### config.mk
export PLATFORM = sky130hd
export DESIGN_NAME = mcts_core
export DESIGN_NICKNAME = d
export VERILOG_FILES = /design/src/hw/mcts_pkg.sv /design/src/hw/mcts_core.sv
export SDC_FILE = /design/constraint.sdc
export NUM_CORES = 1
export LEC_CHECK = 0
export ABC_AREA = 0
export BUFFER_PORTS_ARGS = -buffer_cell sky130_fd_sc_hd__buf_4
export CAP_MARGIN = 10
export CORE_ASPECT_RATIO = 0.7
export CORE_MARGIN = 2
export CORE_UTILIZATION = 47
export CTS_CLUSTER_SIZE = 14
export DETAILED_ROUTE_END_ITERATION = 8
export PLACE_DENSITY = 0.86
export SLEW_MARGIN = 5
export SYNTH_ARGS = -nofsm -noshare
export SYNTH_HDL_FRONTEND = slang
export SYNTH_SLANG_ARGS = --single-unit
### constraint.sdc
create_clock -name clk -period 4.3 [get_ports clk]
set_input_delay 0.215 -clock clk [delete_from_list [all_inputs] [get_ports clk]]
set_output_delay 0.215 -clock clk [all_outputs]
set_load 0.03 [all_outputs]
### src/hw/mcts_pkg.sv
// Package for the servo command interpreter: opcodes, frame layout, link codes.
// Assumes the link layer delivers whole 8-byte payloads with their identifier.
package mcts_pkg;

	// ********************************************************
	// Frame carriers
	// ********************************************************
	typedef logic [7:0]       mcts_byte_type;
	typedef mcts_byte_type [7:0] mcts_frame_type;

	typedef struct packed {
		logic [10:0]    id;
		mcts_frame_type data;
	} mcts_msg_type;

	typedef struct packed {
		logic signed [7:0]  temperature;
		logic signed [15:0] phase_a_current;
		logic signed [15:0] phase_b_current;
		logic signed [15:0] phase_c_current;
		logic signed [15:0] measured_torque_current;
		logic signed [15:0] shaft_speed;
		logic signed [15:0] shaft_angle;
	} mcts_sense_type;

	typedef enum logic [1:0] {
		MCTS_MODE_OFF,
		MCTS_MODE_TORQUE
	} mcts_mode_type;

	// ********************************************************
	// Command codes and field positions
	// ********************************************************
	localparam logic [7:0]  CMD_PHASE_READ   = 8'h9d;
	localparam logic [7:0]  CMD_SHUTDOWN     = 8'h80;
	localparam logic [7:0]  CMD_STOP         = 8'h81;
	localparam logic [7:0]  CMD_TORQUE       = 8'ha1;
	localparam int          POS_CMD          = 0;
	localparam int          POS_TEMP         = 1;
	localparam int          POS_WORD0        = 2;
	localparam int          POS_WORD1        = 4;
	localparam int          POS_WORD2        = 6;
	localparam int          POS_SETPOINT     = 4;

	// ********************************************************
	// Link identifiers and serial framing
	// ********************************************************
	localparam logic [10:0] CAN_REQ_ID       = 11'h141;
	localparam logic [10:0] CAN_RSP_ID       = 11'h241;
	localparam logic [7:0]  SERIAL_HEADER    = 8'h3e;
	localparam logic [7:0]  SERIAL_LENGTH    = 8'h08;
	localparam logic [15:0] RST_SETPOINT     = 16'h0000;
	localparam logic [10:0] RST_ID           = 11'h000;

endpackage : mcts_pkg

### src/hw/mcts_core.sv
// Command interpreter for a servo actuator: decodes host frames, replies, holds motor state.
// Assumes one request is offered per valid pulse and sensor inputs are live measurements.
//
// Summary of operation
// - Command 0x9D reads temperature and three phase currents, reply echoes the command.
// - Phase reply holds currents A, B, C in bytes 2-3, 4-5, 6-7, 0.01 A.
// - Command 0x80 turns output off, clears running and leaves closed loop.
// - Command 0x81 halts speed but keeps closed loop and running state.
// - Shutdown and stop replies copy the request data bytes exactly.
// - Torque command 0xA1 changes setpoint and motor state only while no motor fault is present; it replies either way.
// - A torque command decoded while no motor fault is present makes its setpoint the target current.
// - Torque reply carries measured torque current in bytes 2 low, 3 high.
// - Torque reply carries shaft speed in bytes 4 low, 5 high.
// - Torque reply carries shaft angle in bytes 6 low, 7 high.
// - Multi-byte fields go low byte first, signed in two's complement.
// - Byte 1 of sensor replies holds signed temperature in whole degrees.
`timescale 1ns/10ps

module mcts_core
	import mcts_pkg::*;
(
	input  wire logic                    clk,
	input  wire logic                    rst_b,
	input  wire logic                    req_valid,
	input  wire mcts_pkg::mcts_msg_type  req_msg,
	input  wire mcts_pkg::mcts_sense_type sense,
	input  wire logic                    motor_fault,
	output logic                         rsp_valid,
	output mcts_pkg::mcts_msg_type       rsp_msg,
	output logic                         motor_output_en,
	output logic                         motor_running,
	output mcts_pkg::mcts_mode_type      control_mode,
	output logic                         speed_halt,
	output logic signed [15:0]           torque_current_setpoint
);
	import mcts_pkg::*;

	// ********************************************************
	// Helpers
	// ********************************************************
	function automatic mcts_frame_type sensor_reply(
		input logic [7:0]  cmd,
		input logic [7:0]  temp,
		input logic [15:0] w0,
		input logic [15:0] w1,
		input logic [15:0] w2
	);
		mcts_frame_type f;
		f = '0;
		f[POS_CMD]       = cmd;
		f[POS_TEMP]      = temp;
		f[POS_WORD0]     = w0[7:0];
		f[POS_WORD0 + 1] = w0[15:8];
		f[POS_WORD1]     = w1[7:0];
		f[POS_WORD1 + 1] = w1[15:8];
		f[POS_WORD2]     = w2[7:0];
		f[POS_WORD2 + 1] = w2[15:8];
		return f;
	endfunction : sensor_reply

	// ********************************************************
	// State
	// ********************************************************
	logic                rsp_valid_reg;
	logic                rsp_valid_next;
	mcts_msg_type        rsp_msg_reg;
	mcts_msg_type        rsp_msg_next;
	logic                out_en_reg;
	logic                out_en_next;
	logic                running_reg;
	logic                running_next;
	mcts_mode_type       mode_reg;
	mcts_mode_type       mode_next;
	logic                halt_reg;
	logic                halt_next;
	logic signed [15:0]  setpoint_reg;
	logic signed [15:0]  setpoint_next;
	logic                addressed;
	logic [7:0]          cmd;

	// Frames for other motors are ignored so a shared bus stays quiet
	assign addressed = req_valid && (req_msg.id == CAN_REQ_ID);
	assign cmd       = req_msg.data[POS_CMD];

	always_comb
	begin
		rsp_valid_next = 1'b0;
		rsp_msg_next   = rsp_msg_reg;
		out_en_next    = out_en_reg;
		running_next   = running_reg;
		mode_next      = mode_reg;
		halt_next      = halt_reg;
		setpoint_next  = setpoint_reg;
		if (addressed)
		begin
			case (cmd)
				CMD_PHASE_READ:
				begin
					rsp_valid_next = 1'b1;
					rsp_msg_next.data = sensor_reply(cmd, sense.temperature,
						sense.phase_a_current, sense.phase_b_current,
						sense.phase_c_current);
				end
				CMD_SHUTDOWN:
				begin
					rsp_valid_next    = 1'b1;
					rsp_msg_next.data = req_msg.data;
					out_en_next       = 1'b0;
					running_next      = 1'b0;
					mode_next         = MCTS_MODE_OFF;
					halt_next         = 1'b0;
					setpoint_next     = RST_SETPOINT;
				end
				CMD_STOP:
				begin
					rsp_valid_next    = 1'b1;
					rsp_msg_next.data = req_msg.data;
					halt_next         = 1'b1;
				end
				CMD_TORQUE:
				begin
					// A faulted motor still answers so the host sees its state
					rsp_valid_next = 1'b1;
					rsp_msg_next.data = sensor_reply(cmd, sense.temperature,
						sense.measured_torque_current,
						sense.shaft_speed,
						sense.shaft_angle);
					if (!motor_fault)
					begin
						setpoint_next = {req_msg.data[POS_SETPOINT + 1],
							req_msg.data[POS_SETPOINT]};
						mode_next     = MCTS_MODE_TORQUE;
						out_en_next   = 1'b1;
						running_next  = 1'b1;
						halt_next     = 1'b0;
					end
				end
				default:
				begin
					rsp_valid_next = 1'b0;
				end
			endcase
			// Unknown opcodes leave the held reply untouched, identifier included
			if (rsp_valid_next)
				rsp_msg_next.id = CAN_RSP_ID;
		end
	end

	always_ff @(posedge clk)
	begin
		if (!rst_b)
		begin
			rsp_valid_reg <= 1'b0;
			rsp_msg_reg   <= '0;
			out_en_reg    <= 1'b0;
			running_reg   <= 1'b0;
			mode_reg      <= MCTS_MODE_OFF;
			halt_reg      <= 1'b0;
			setpoint_reg  <= RST_SETPOINT;
		end
		else
		begin
			rsp_valid_reg <= rsp_valid_next;
			rsp_msg_reg   <= rsp_msg_next;
			out_en_reg    <= out_en_next;
			running_reg   <= running_next;
			mode_reg      <= mode_next;
			halt_reg      <= halt_next;
			setpoint_reg  <= setpoint_next;
		end
	end

	assign rsp_valid               = rsp_valid_reg;
	assign rsp_msg                 = rsp_msg_reg;
	assign motor_output_en         = out_en_reg;
	assign motor_running           = running_reg;
	assign control_mode            = mode_reg;
	assign speed_halt              = halt_reg;
	assign torque_current_setpoint = setpoint_reg;
endmodule : mcts_core

### After elaboration in Yosys (flattened, before gate mapping)

Cells that the tools add are included.

* input port bits: 183
* register bits after elaboration: 86
* word-level logic and storage cells: 42

* reduce and logical (&&, ||, !) cells: 11
* multiplexer cells: 11
* equal/unequal tests: 6

Operator list (count)
* $pmux W64 S3: 1
* $eq A8 B8 Y1 const B: 4
* $pmux W16 S2: 1
* $mux W16: 1
* $eq A11 B9 Y1 const B: 1
* $reduce_and A2 Y1: 3
* $reduce_and A3 Y1: 2
* $reduce_bool A3 Y1: 2
* $mux W1: 4
* $pmux W2 S2: 1
* $reduce_or A4 Y1: 1
* $pmux W1 S3: 1
* $mux W2: 1
* $ne A2 B2 Y1 const B: 1
* $pmux W1 S2: 1
* $reduce_bool A2 Y1: 1
* $reduce_or A2 Y1: 1
* $logic_and A1 B1 Y1: 1

### Longest topological paths before layout

Gate-level depths: netlist of run 1.

* depth after elaboration: 5
* gate-level depth with buffers: 8
* mapped depth without buffers: 5

### Worst setup path after synthesis of run 1

OpenSTA, ideal clock, no wires.

* path kind: in2reg
* start point: in req_msg[65] (netlist bit)
* end point: reg setpoint_reg[10] (netlist: torque_current_setpoint[10])
* cell stages on the path: 7
* arrival: 1.548 ns
* path slack: 2.633 ns
* setup time: 0.118 ns
* path buffers: 2
* cell sequence: nor4b_4 > nand3_2 > or3b_1 > buf_6 > buf_8 > a22oi_1 > nor2b_1

* cells in the longest elaborated chain, start to end: 3

RTL lines
* from (decl): line mcts_core.sv:25 `input wire mcts_pkg::mcts_msg_type req_msg,`
* $eq A11 B9 Y1: line mcts_core.sv:82 `assign addressed = req_valid && (req_msg.id == CAN_REQ_ID);`
* $logic_and A1 B1 Y1: line mcts_core.sv:82
* $reduce_and A3 Y1 (no line)
* to (signal assigned): line mcts_core.sv:169 `setpoint_reg <= setpoint_next;`
* to (decl): line mcts_core.sv:76 `logic signed [15:0] setpoint_reg;`

Every way passes these cells.
A chain may end at the register's enable or synchronous reset.

### Worst setup path in the final report of run 1

* start point: in req_msg[5] (netlist bit)
* end point: reg rsp_msg_reg (netlist bit rsp_msg[48])

* cells in the longest elaborated chain, start to end: 4
* elaborated cells on any way between the ends: 8
* classes of those cells: 4 x eq/ne; 1 x mux; 3 x reduce/logical

RTL lines
* $eq A8 B8 Y1: line mcts_core.sv:96 `case (cmd)`
* $reduce_or A2 Y1 (no line)
* $reduce_bool A3 Y1 (no line)
* $reduce_and A2 Y1 (no line)
* to (signal assigned): line mcts_core.sv:164 `rsp_msg_reg <= rsp_msg_next;`
* to (decl): line mcts_core.sv:66 `mcts_msg_type rsp_msg_reg;`

Several ways; a longest one is shown, not always the timed one. The select of a mux whose other input is x is not followed.

==> impl_metrics.tcl, run 1 <==
set metrics [dict create \
    cap_violations 0 \
    end_kind "register" \
    cp-start-kind "primary input" \
    path_class "primary input to register" \
    antennaDiodeCount 0 \
    cts_max_level 3 \
    grt_pass1_vias 5287 \
    synth_edf_count 0 \
    drtAntennaViolNets 0 \
    place_area_mm2 0.00655 \
    grt_util_met2_pct 53.0 \
    routed_via_density 5.81 \
    avgRoutedWirePerCell_um 18.3 \
    post_cts_buffers 0 \
    synth_ff_type "dfxtp_1" \
    io_buffers 270 \
    yosysUniqueCellTypes 42 \
    period_needed_ps 2330 \
    gp_congestion 0.810 \
    min_period_over_period_pct 54.2 \
    grt_usage_pct 30.5 \
    maxSlewHeadroom_pct 29.7 \
    layout_commonest_cell "buf_4" \
    ir_worst_vdd_v 0.000191 \
    fp.dieH_um 87.0 \
    cts_tree "yes" \
    most-common-layout-cells "buf_4 (277), dfxtp_1 (84), nor2_1 (51), o21a_1 (50), nand3_1 (49)" \
    fin_hold_ws_ps 152 \
    wl_um 16600 \
    clock_skew_ps 0 \
    top_usage_layer "met2" \
    ys_seq_elements 84 \
    rsz0062_at_grt "false" \
    hold_viol 0 \
    hp-class "primary input to register" \
    dp_hpwl_um 11400 \
    yosysWarnings 0 \
    synth-async-reset-ratio_pct 0 \
    worst_pin_slew_ps 1060 \
    first_pass_iters 5 \
    fmax_mhz 429 \
    grt_max_degree 101 \
    outcome "completed" \
    root_buffer "clkbuf_16" \
    grt_use_met1_pct 35.4 \
    setup_viol 0 \
    grt_antenna_before_repair 0 \
    syn_area_mm2 0.00463 \
    yosysSeqAreaShare_pct 36.3 \
    cts-resized-gates 0 \
    utilization_pct 71.3 \
    total_leakage_power_nw 2.97 \
    cts_num_sinks 84 \
    dieArea_mm2 0.0107 \
    drc_errors 0 \
    drive_gt1_share_pct 39.6 \
    finalNetCount 956 \
    worstPathArrival_ps 2590 \
    vias 5262 \
    cts_buffer_depth 2 \
    reg2reg_slack_ps 3610 \
    cp_max_fo 53 \
    clk_latency_ps 330 \
    grt_pass1_wl_um 25600 \
    final_area_mm2 0.00687 \
    power_density_mw_per_mm2 272 \
    largest_reg_flops 65 \
    io_pins 280 \
    synthToLayoutAreaGrowth_pct 48.4 \
    avgSynthCellArea_um2 8.45 \
    postCtsHoldBufs 0 \
    drt_iter0_drc 372 \
    grt.met3_usage_pct 8.44 \
    fp-row-count 30 \
    die_x_um 123 \
    initial_utilization_pct 48.0 \
    fp.coreArea_mm2 0.00965 \
    numCtsBuffers 9 \
    clk_pin_slew_ps 60 \
    syn_inst 548 \
    p_total_w 0.00187 \
    drv_slew 0 \
    fin_setup_tns_ps 0 \
    worst_ep_required_time_ps 4560 \
    gr-total-overflow 0 \
]
==> kinds of logic after synthesis <==
family	synth area share [%]
AOI/OAI and AO/OA	29.0
muxes	1.73
DFF	36.3
and+or+nand+nor	24.7
buffers and inverters	8.13
other	0.0810
==> cell usage after synthesis, types with 2 or more instances <==
cell type,count,area [um^2]
nor2b_1,16,100
buf_4,15,113
buf_6,3,33.8
nand3_1,49,245
mux2i_1,8,80.1
a21boi_0,3,22.5
dfxtp_1,84,1680
o21ai_1,11,55.1
clkbuf_1,30,113
and3_1,2,12.5
nand2_1,20,75.1
nor3b_1,48,360
buf_2,13,65.1
o211a_1,9,90.1
o21a_1,50,375
o221ai_1,48,420
nor4b_4,2,47.6
a22oi_1,12,90.1
o21ai_0,39,195
a21boi_1,2,15.0
nor2_1,51,191
nand4_1,2,12.5
buf_1,9,33.8
a22oi_2,4,50.1
==> per-stage QoR <==
step / std cells / worst slack, ps
after floorplan: 556 / 2630
after global placement: 890 / 1800
after detailed placement: 890 / 1660
after CTS: 906 / 2010
after global routing: 906 / 1700
final: 906 / 1970
==> worst max-delay path, cell delays in order <==
cell and delay (ps):
buf_4 300, nor4_1 390, inv_1 190, a21oi_4 710, buf_4 400, o221ai_1 160, o21ai_0 190
==> where the power goes <==
part | leakage [nW] | switching [W] | total (W) | internal (W)
logic | 2.14 | 0.000104 | 0.000242 | 0.000138
clock network | 0.152 | 0.000321 | 0.000848 | 0.000527
registers | 0.676 | 0.00000000212 | 0.000778 | 0.000778
total | 2.97 | 0.000425 | 0.00187 | 0.00144
==> routing by layer <==
metal	vias to the layer above	wire length, um
li1	2455	-
met1	2466	6510
met3	43	1440
met2	298	8190
met5	-	0
met4	0	479
==> cell type report <==
type	instances	area, um^2
Clock buffer	11	243
Tap cell	128	160
Timing Repair Buffer	277	2080
Sequential cell	84	1680
Multi-Input combinational cell	400	2620
Inverter	1	3.75
Fill cell	782	2770
Clock inverter	5	83.8
==> final timing paths <==
kind                                                   from                          end  cells after the start
worst max-delay path                             req_msg[5]                  rsp_msg[48]                      7
worst min-delay path                            req_msg[38]   torque_current_setpoint[6]                      3
worst max register to register  torque_current_setpoint[11]  torque_current_setpoint[11]                      2
worst min register to register                  rsp_msg[53]                  rsp_msg[53]                      2
(Power assumes the default switching activity.)
==> run 2: changes to the inputs <==
--- a/config.mk
+++ b/config.mk
@@ -10,10 +10,10 @@
 export CAP_MARGIN = 10
 export CORE_ASPECT_RATIO = 0.7
 export CORE_MARGIN = 2
-export CORE_UTILIZATION = 47
+export CORE_UTILIZATION = 40
 export CTS_CLUSTER_SIZE = 14
 export DETAILED_ROUTE_END_ITERATION = 8
-export PLACE_DENSITY = 0.86
+export PLACE_DENSITY = 0.78
 export SLEW_MARGIN = 5
 export SYNTH_ARGS = -nofsm -noshare
 export SYNTH_HDL_FRONTEND = slang
==> constraint.sdc (replaced) <==
create_clock -name clk -period 1.95 [get_ports clk]
set_input_delay 0.0975 -clock clk [delete_from_list [all_inputs] [get_ports clk]]
set_output_delay 0.0975 -clock clk [all_outputs]
set_load 0.03 [all_outputs]
==> run 2 against run 1 <==
Final area rose by 1.8%. Routed wire length down 0.14%. Utilization fell by 8.4 points. Critical path depth unchanged. Sequential cell count unchanged. Register-to-register slack worse by 2300 ps. Sequential power up 120%. Highest routed layer unchanged.
==> impl_metrics.tcl, run 2 (synthesized netlist as in run 1, its figures left out) <==
set metrics [dict create \
    fp.coreArea_mm2 0.0111 \
    min_to "torque_current_setpoint[4]" \
    numCtsBuffers 9 \
    cts_buffer_depth 2 \
    first_pass_iters 5 \
    total_leakage_power_nw 3.02 \
    r2r-end "torque_current_setpoint[9]" \
    antennaDiodeCount 0 \
    grt_pass1_wl_um 25800 \
    worst_pin_slew_ps 842 \
    power_density_mw_per_mm2 574 \
    drv_slew 0 \
    most-common-layout-cells "buf_4 (283), dfxtp_1 (84), nor2_1 (51), o21a_1 (50), nand3_1 (49)" \
    grt_max_degree 84 \
    io_buffers 270 \
    grt_antenna_before_repair 0 \
    drtAntennaViolNets 0 \
    worst_slack_ps 433 \
    wl_um 16600 \
    hold_viol 0 \
    dp_hpwl_um 12000 \
    worst-r2r-cell-count 2 \
    fillCellCount 985 \
    clock_skew_ps 0 \
    clk_pin_slew_ps 60 \
    gr-total-overflow 0 \
    cap_violations 0 \
    path_class "primary input to register" \
    min_period_over_period_pct 77.8 \
    path_delay_family "simple AND/OR/NAND/NOR gates" \
    cts_max_level 3 \
    period_needed_ps 1520 \
    worst_ep_required_time_ps 2160 \
    cp_num_buf_inv 2 \
    avgRoutedWirePerCell_um 17.7 \
    io_pins 280 \
    cp-start-kind "primary input" \
    drive_gt1_share_pct 40.3 \
    synthToLayoutAreaGrowth_pct 51.1 \
    fin_setup_tns_ps 0 \
    cpPeakStageDelay_ps 470 \
    initial_utilization_pct 41.6 \
    layout_commonest_cell "buf_4" \
    gp_congestion 0.828 \
    hp-class "primary input to register" \
    worstPathArrival_ps 1730 \
    grt_pass1_vias 5128 \
    pre_cts_ws_ps 115 \
    cts_num_sinks 84 \
    routed_via_density 5.56 \
    root_buffer "clkbuf_16" \
    dieArea_mm2 0.0125 \
    cp_slowest_cell "nor4b_4" \
    postCtsHoldBufs 0 \
    rsz0062_at_grt "false" \
    outcome "completed" \
    drt_iter0_drc 281 \
    post_cts_buffers 0 \
    fp-row-count 32 \
    cts-resized-gates 0 \
    vias 5225 \
    setup_viol 0 \
    reg2reg_from "torque_current_setpoint[9]" \
    end_kind "register" \
    grt_usage_pct 25.8 \
    clk_latency_ps 330 \
    largest_reg_flops 65 \
    cts_tree "yes" \
    crit_chain "buf_4 -> nor4b_4 -> nand3_2 -> or3b_1 -> buf_4 -> a22oi_1 -> nor2b_1" \
    ir_worst_vdd_v 0.000372 \
    reg2reg_slack_ps 1280 \
    cp_common_cell "buf_4" \
    finalNetCount 965 \
    min-delay-start "req_msg[36]" \
    drc_errors 0 \
    cp_max_fo 17 \
    min_path_cells 3 \
    maxSlewHeadroom_pct 43.9 \
    fp.dieH_um 94.0 \
    die_x_um 133 \
    fmax_mhz 659 \
]
## run 2: changes by cell type in the layout (fill, tap and decap cells not counted)
cell       change
buf_4          +6
buf_12         +3
bufinv_16      -1
clkbuf_8       +1
inv_6          -1
inv_8          +1
## run 2: worst max path at each step
stage           startpoint                     endpoint  cells after the start
2_1_floorplan  req_msg[65]  torque_current_setpoint[10]                      7
3_5_place_dp   req_msg[65]  torque_current_setpoint[10]                      7
4_1_cts        req_msg[65]  torque_current_setpoint[10]                      7
3_3_place_gp    req_msg[2]              control_mode[0]                      6
6_report       req_msg[65]  torque_current_setpoint[10]                      7
5_1_grt        req_msg[65]                  rsp_msg[37]                      7
## run 2: cell type report
| class | instances | area [um^2] | share of cell area, % |
|---|---|---|---|
| clock buffer | 12 | 256 | 3.67 |
| clock inverter | 4 | 56.3 | 0.805 |
| inverter | 1 | 3.75 | 0.0536 |
| multi-input combinational | 400 | 2620 | 37.5 |
| sequential | 84 | 1680 | 24.0 |
| tap | 153 | 191 | 2.74 |
| timing repair buffer | 286 | 2180 | 31.2 |
## run 2: worst register-to-register path: cells and delay by family (launching register included)
family	cells	cell delay, ps
flops	1	330
compound gates	1	170
simple gates	1	60
## run 2: power by group
part / internal [W] / leakage, nW / switching, W / total (W)
clock network: 0.00107 / 0.147 / 0.000691 / 0.00176
logic: 0.000309 / 2.19 / 0.000227 / 0.000536
registers: 0.00172 / 0.676 / 0.00000000425 / 0.00172
## run 2: stage by stage
step	hold slack, ps	total power, W	area (um^2)	util (%)	std cells
6_report	41.3	0.00401	7000	62.9	940
5_1_grt	44.1	0.00415	7000	62.9	940
4_1_cts	33.9	0.00405	7000	62.9	940
3_5_place_dp	382	0.00229	6680	60.0	924
3_3_place_gp	367	0.00228	6680	60.0	924
2_1_floorplan	255	0.00195	4660	-	556
## run 2: layer usage
layer / vias to the layer above / GRT usage (%) / share of wire (%)
met5: - / 0 / 0
met4: 0 / 5.56 / 1.1
met3: 16 / 7.66 / 8.9
met2: 246 / 46.8 / 50
met1: 2481 / 30.3 / 40
li1: 2482 / - / -
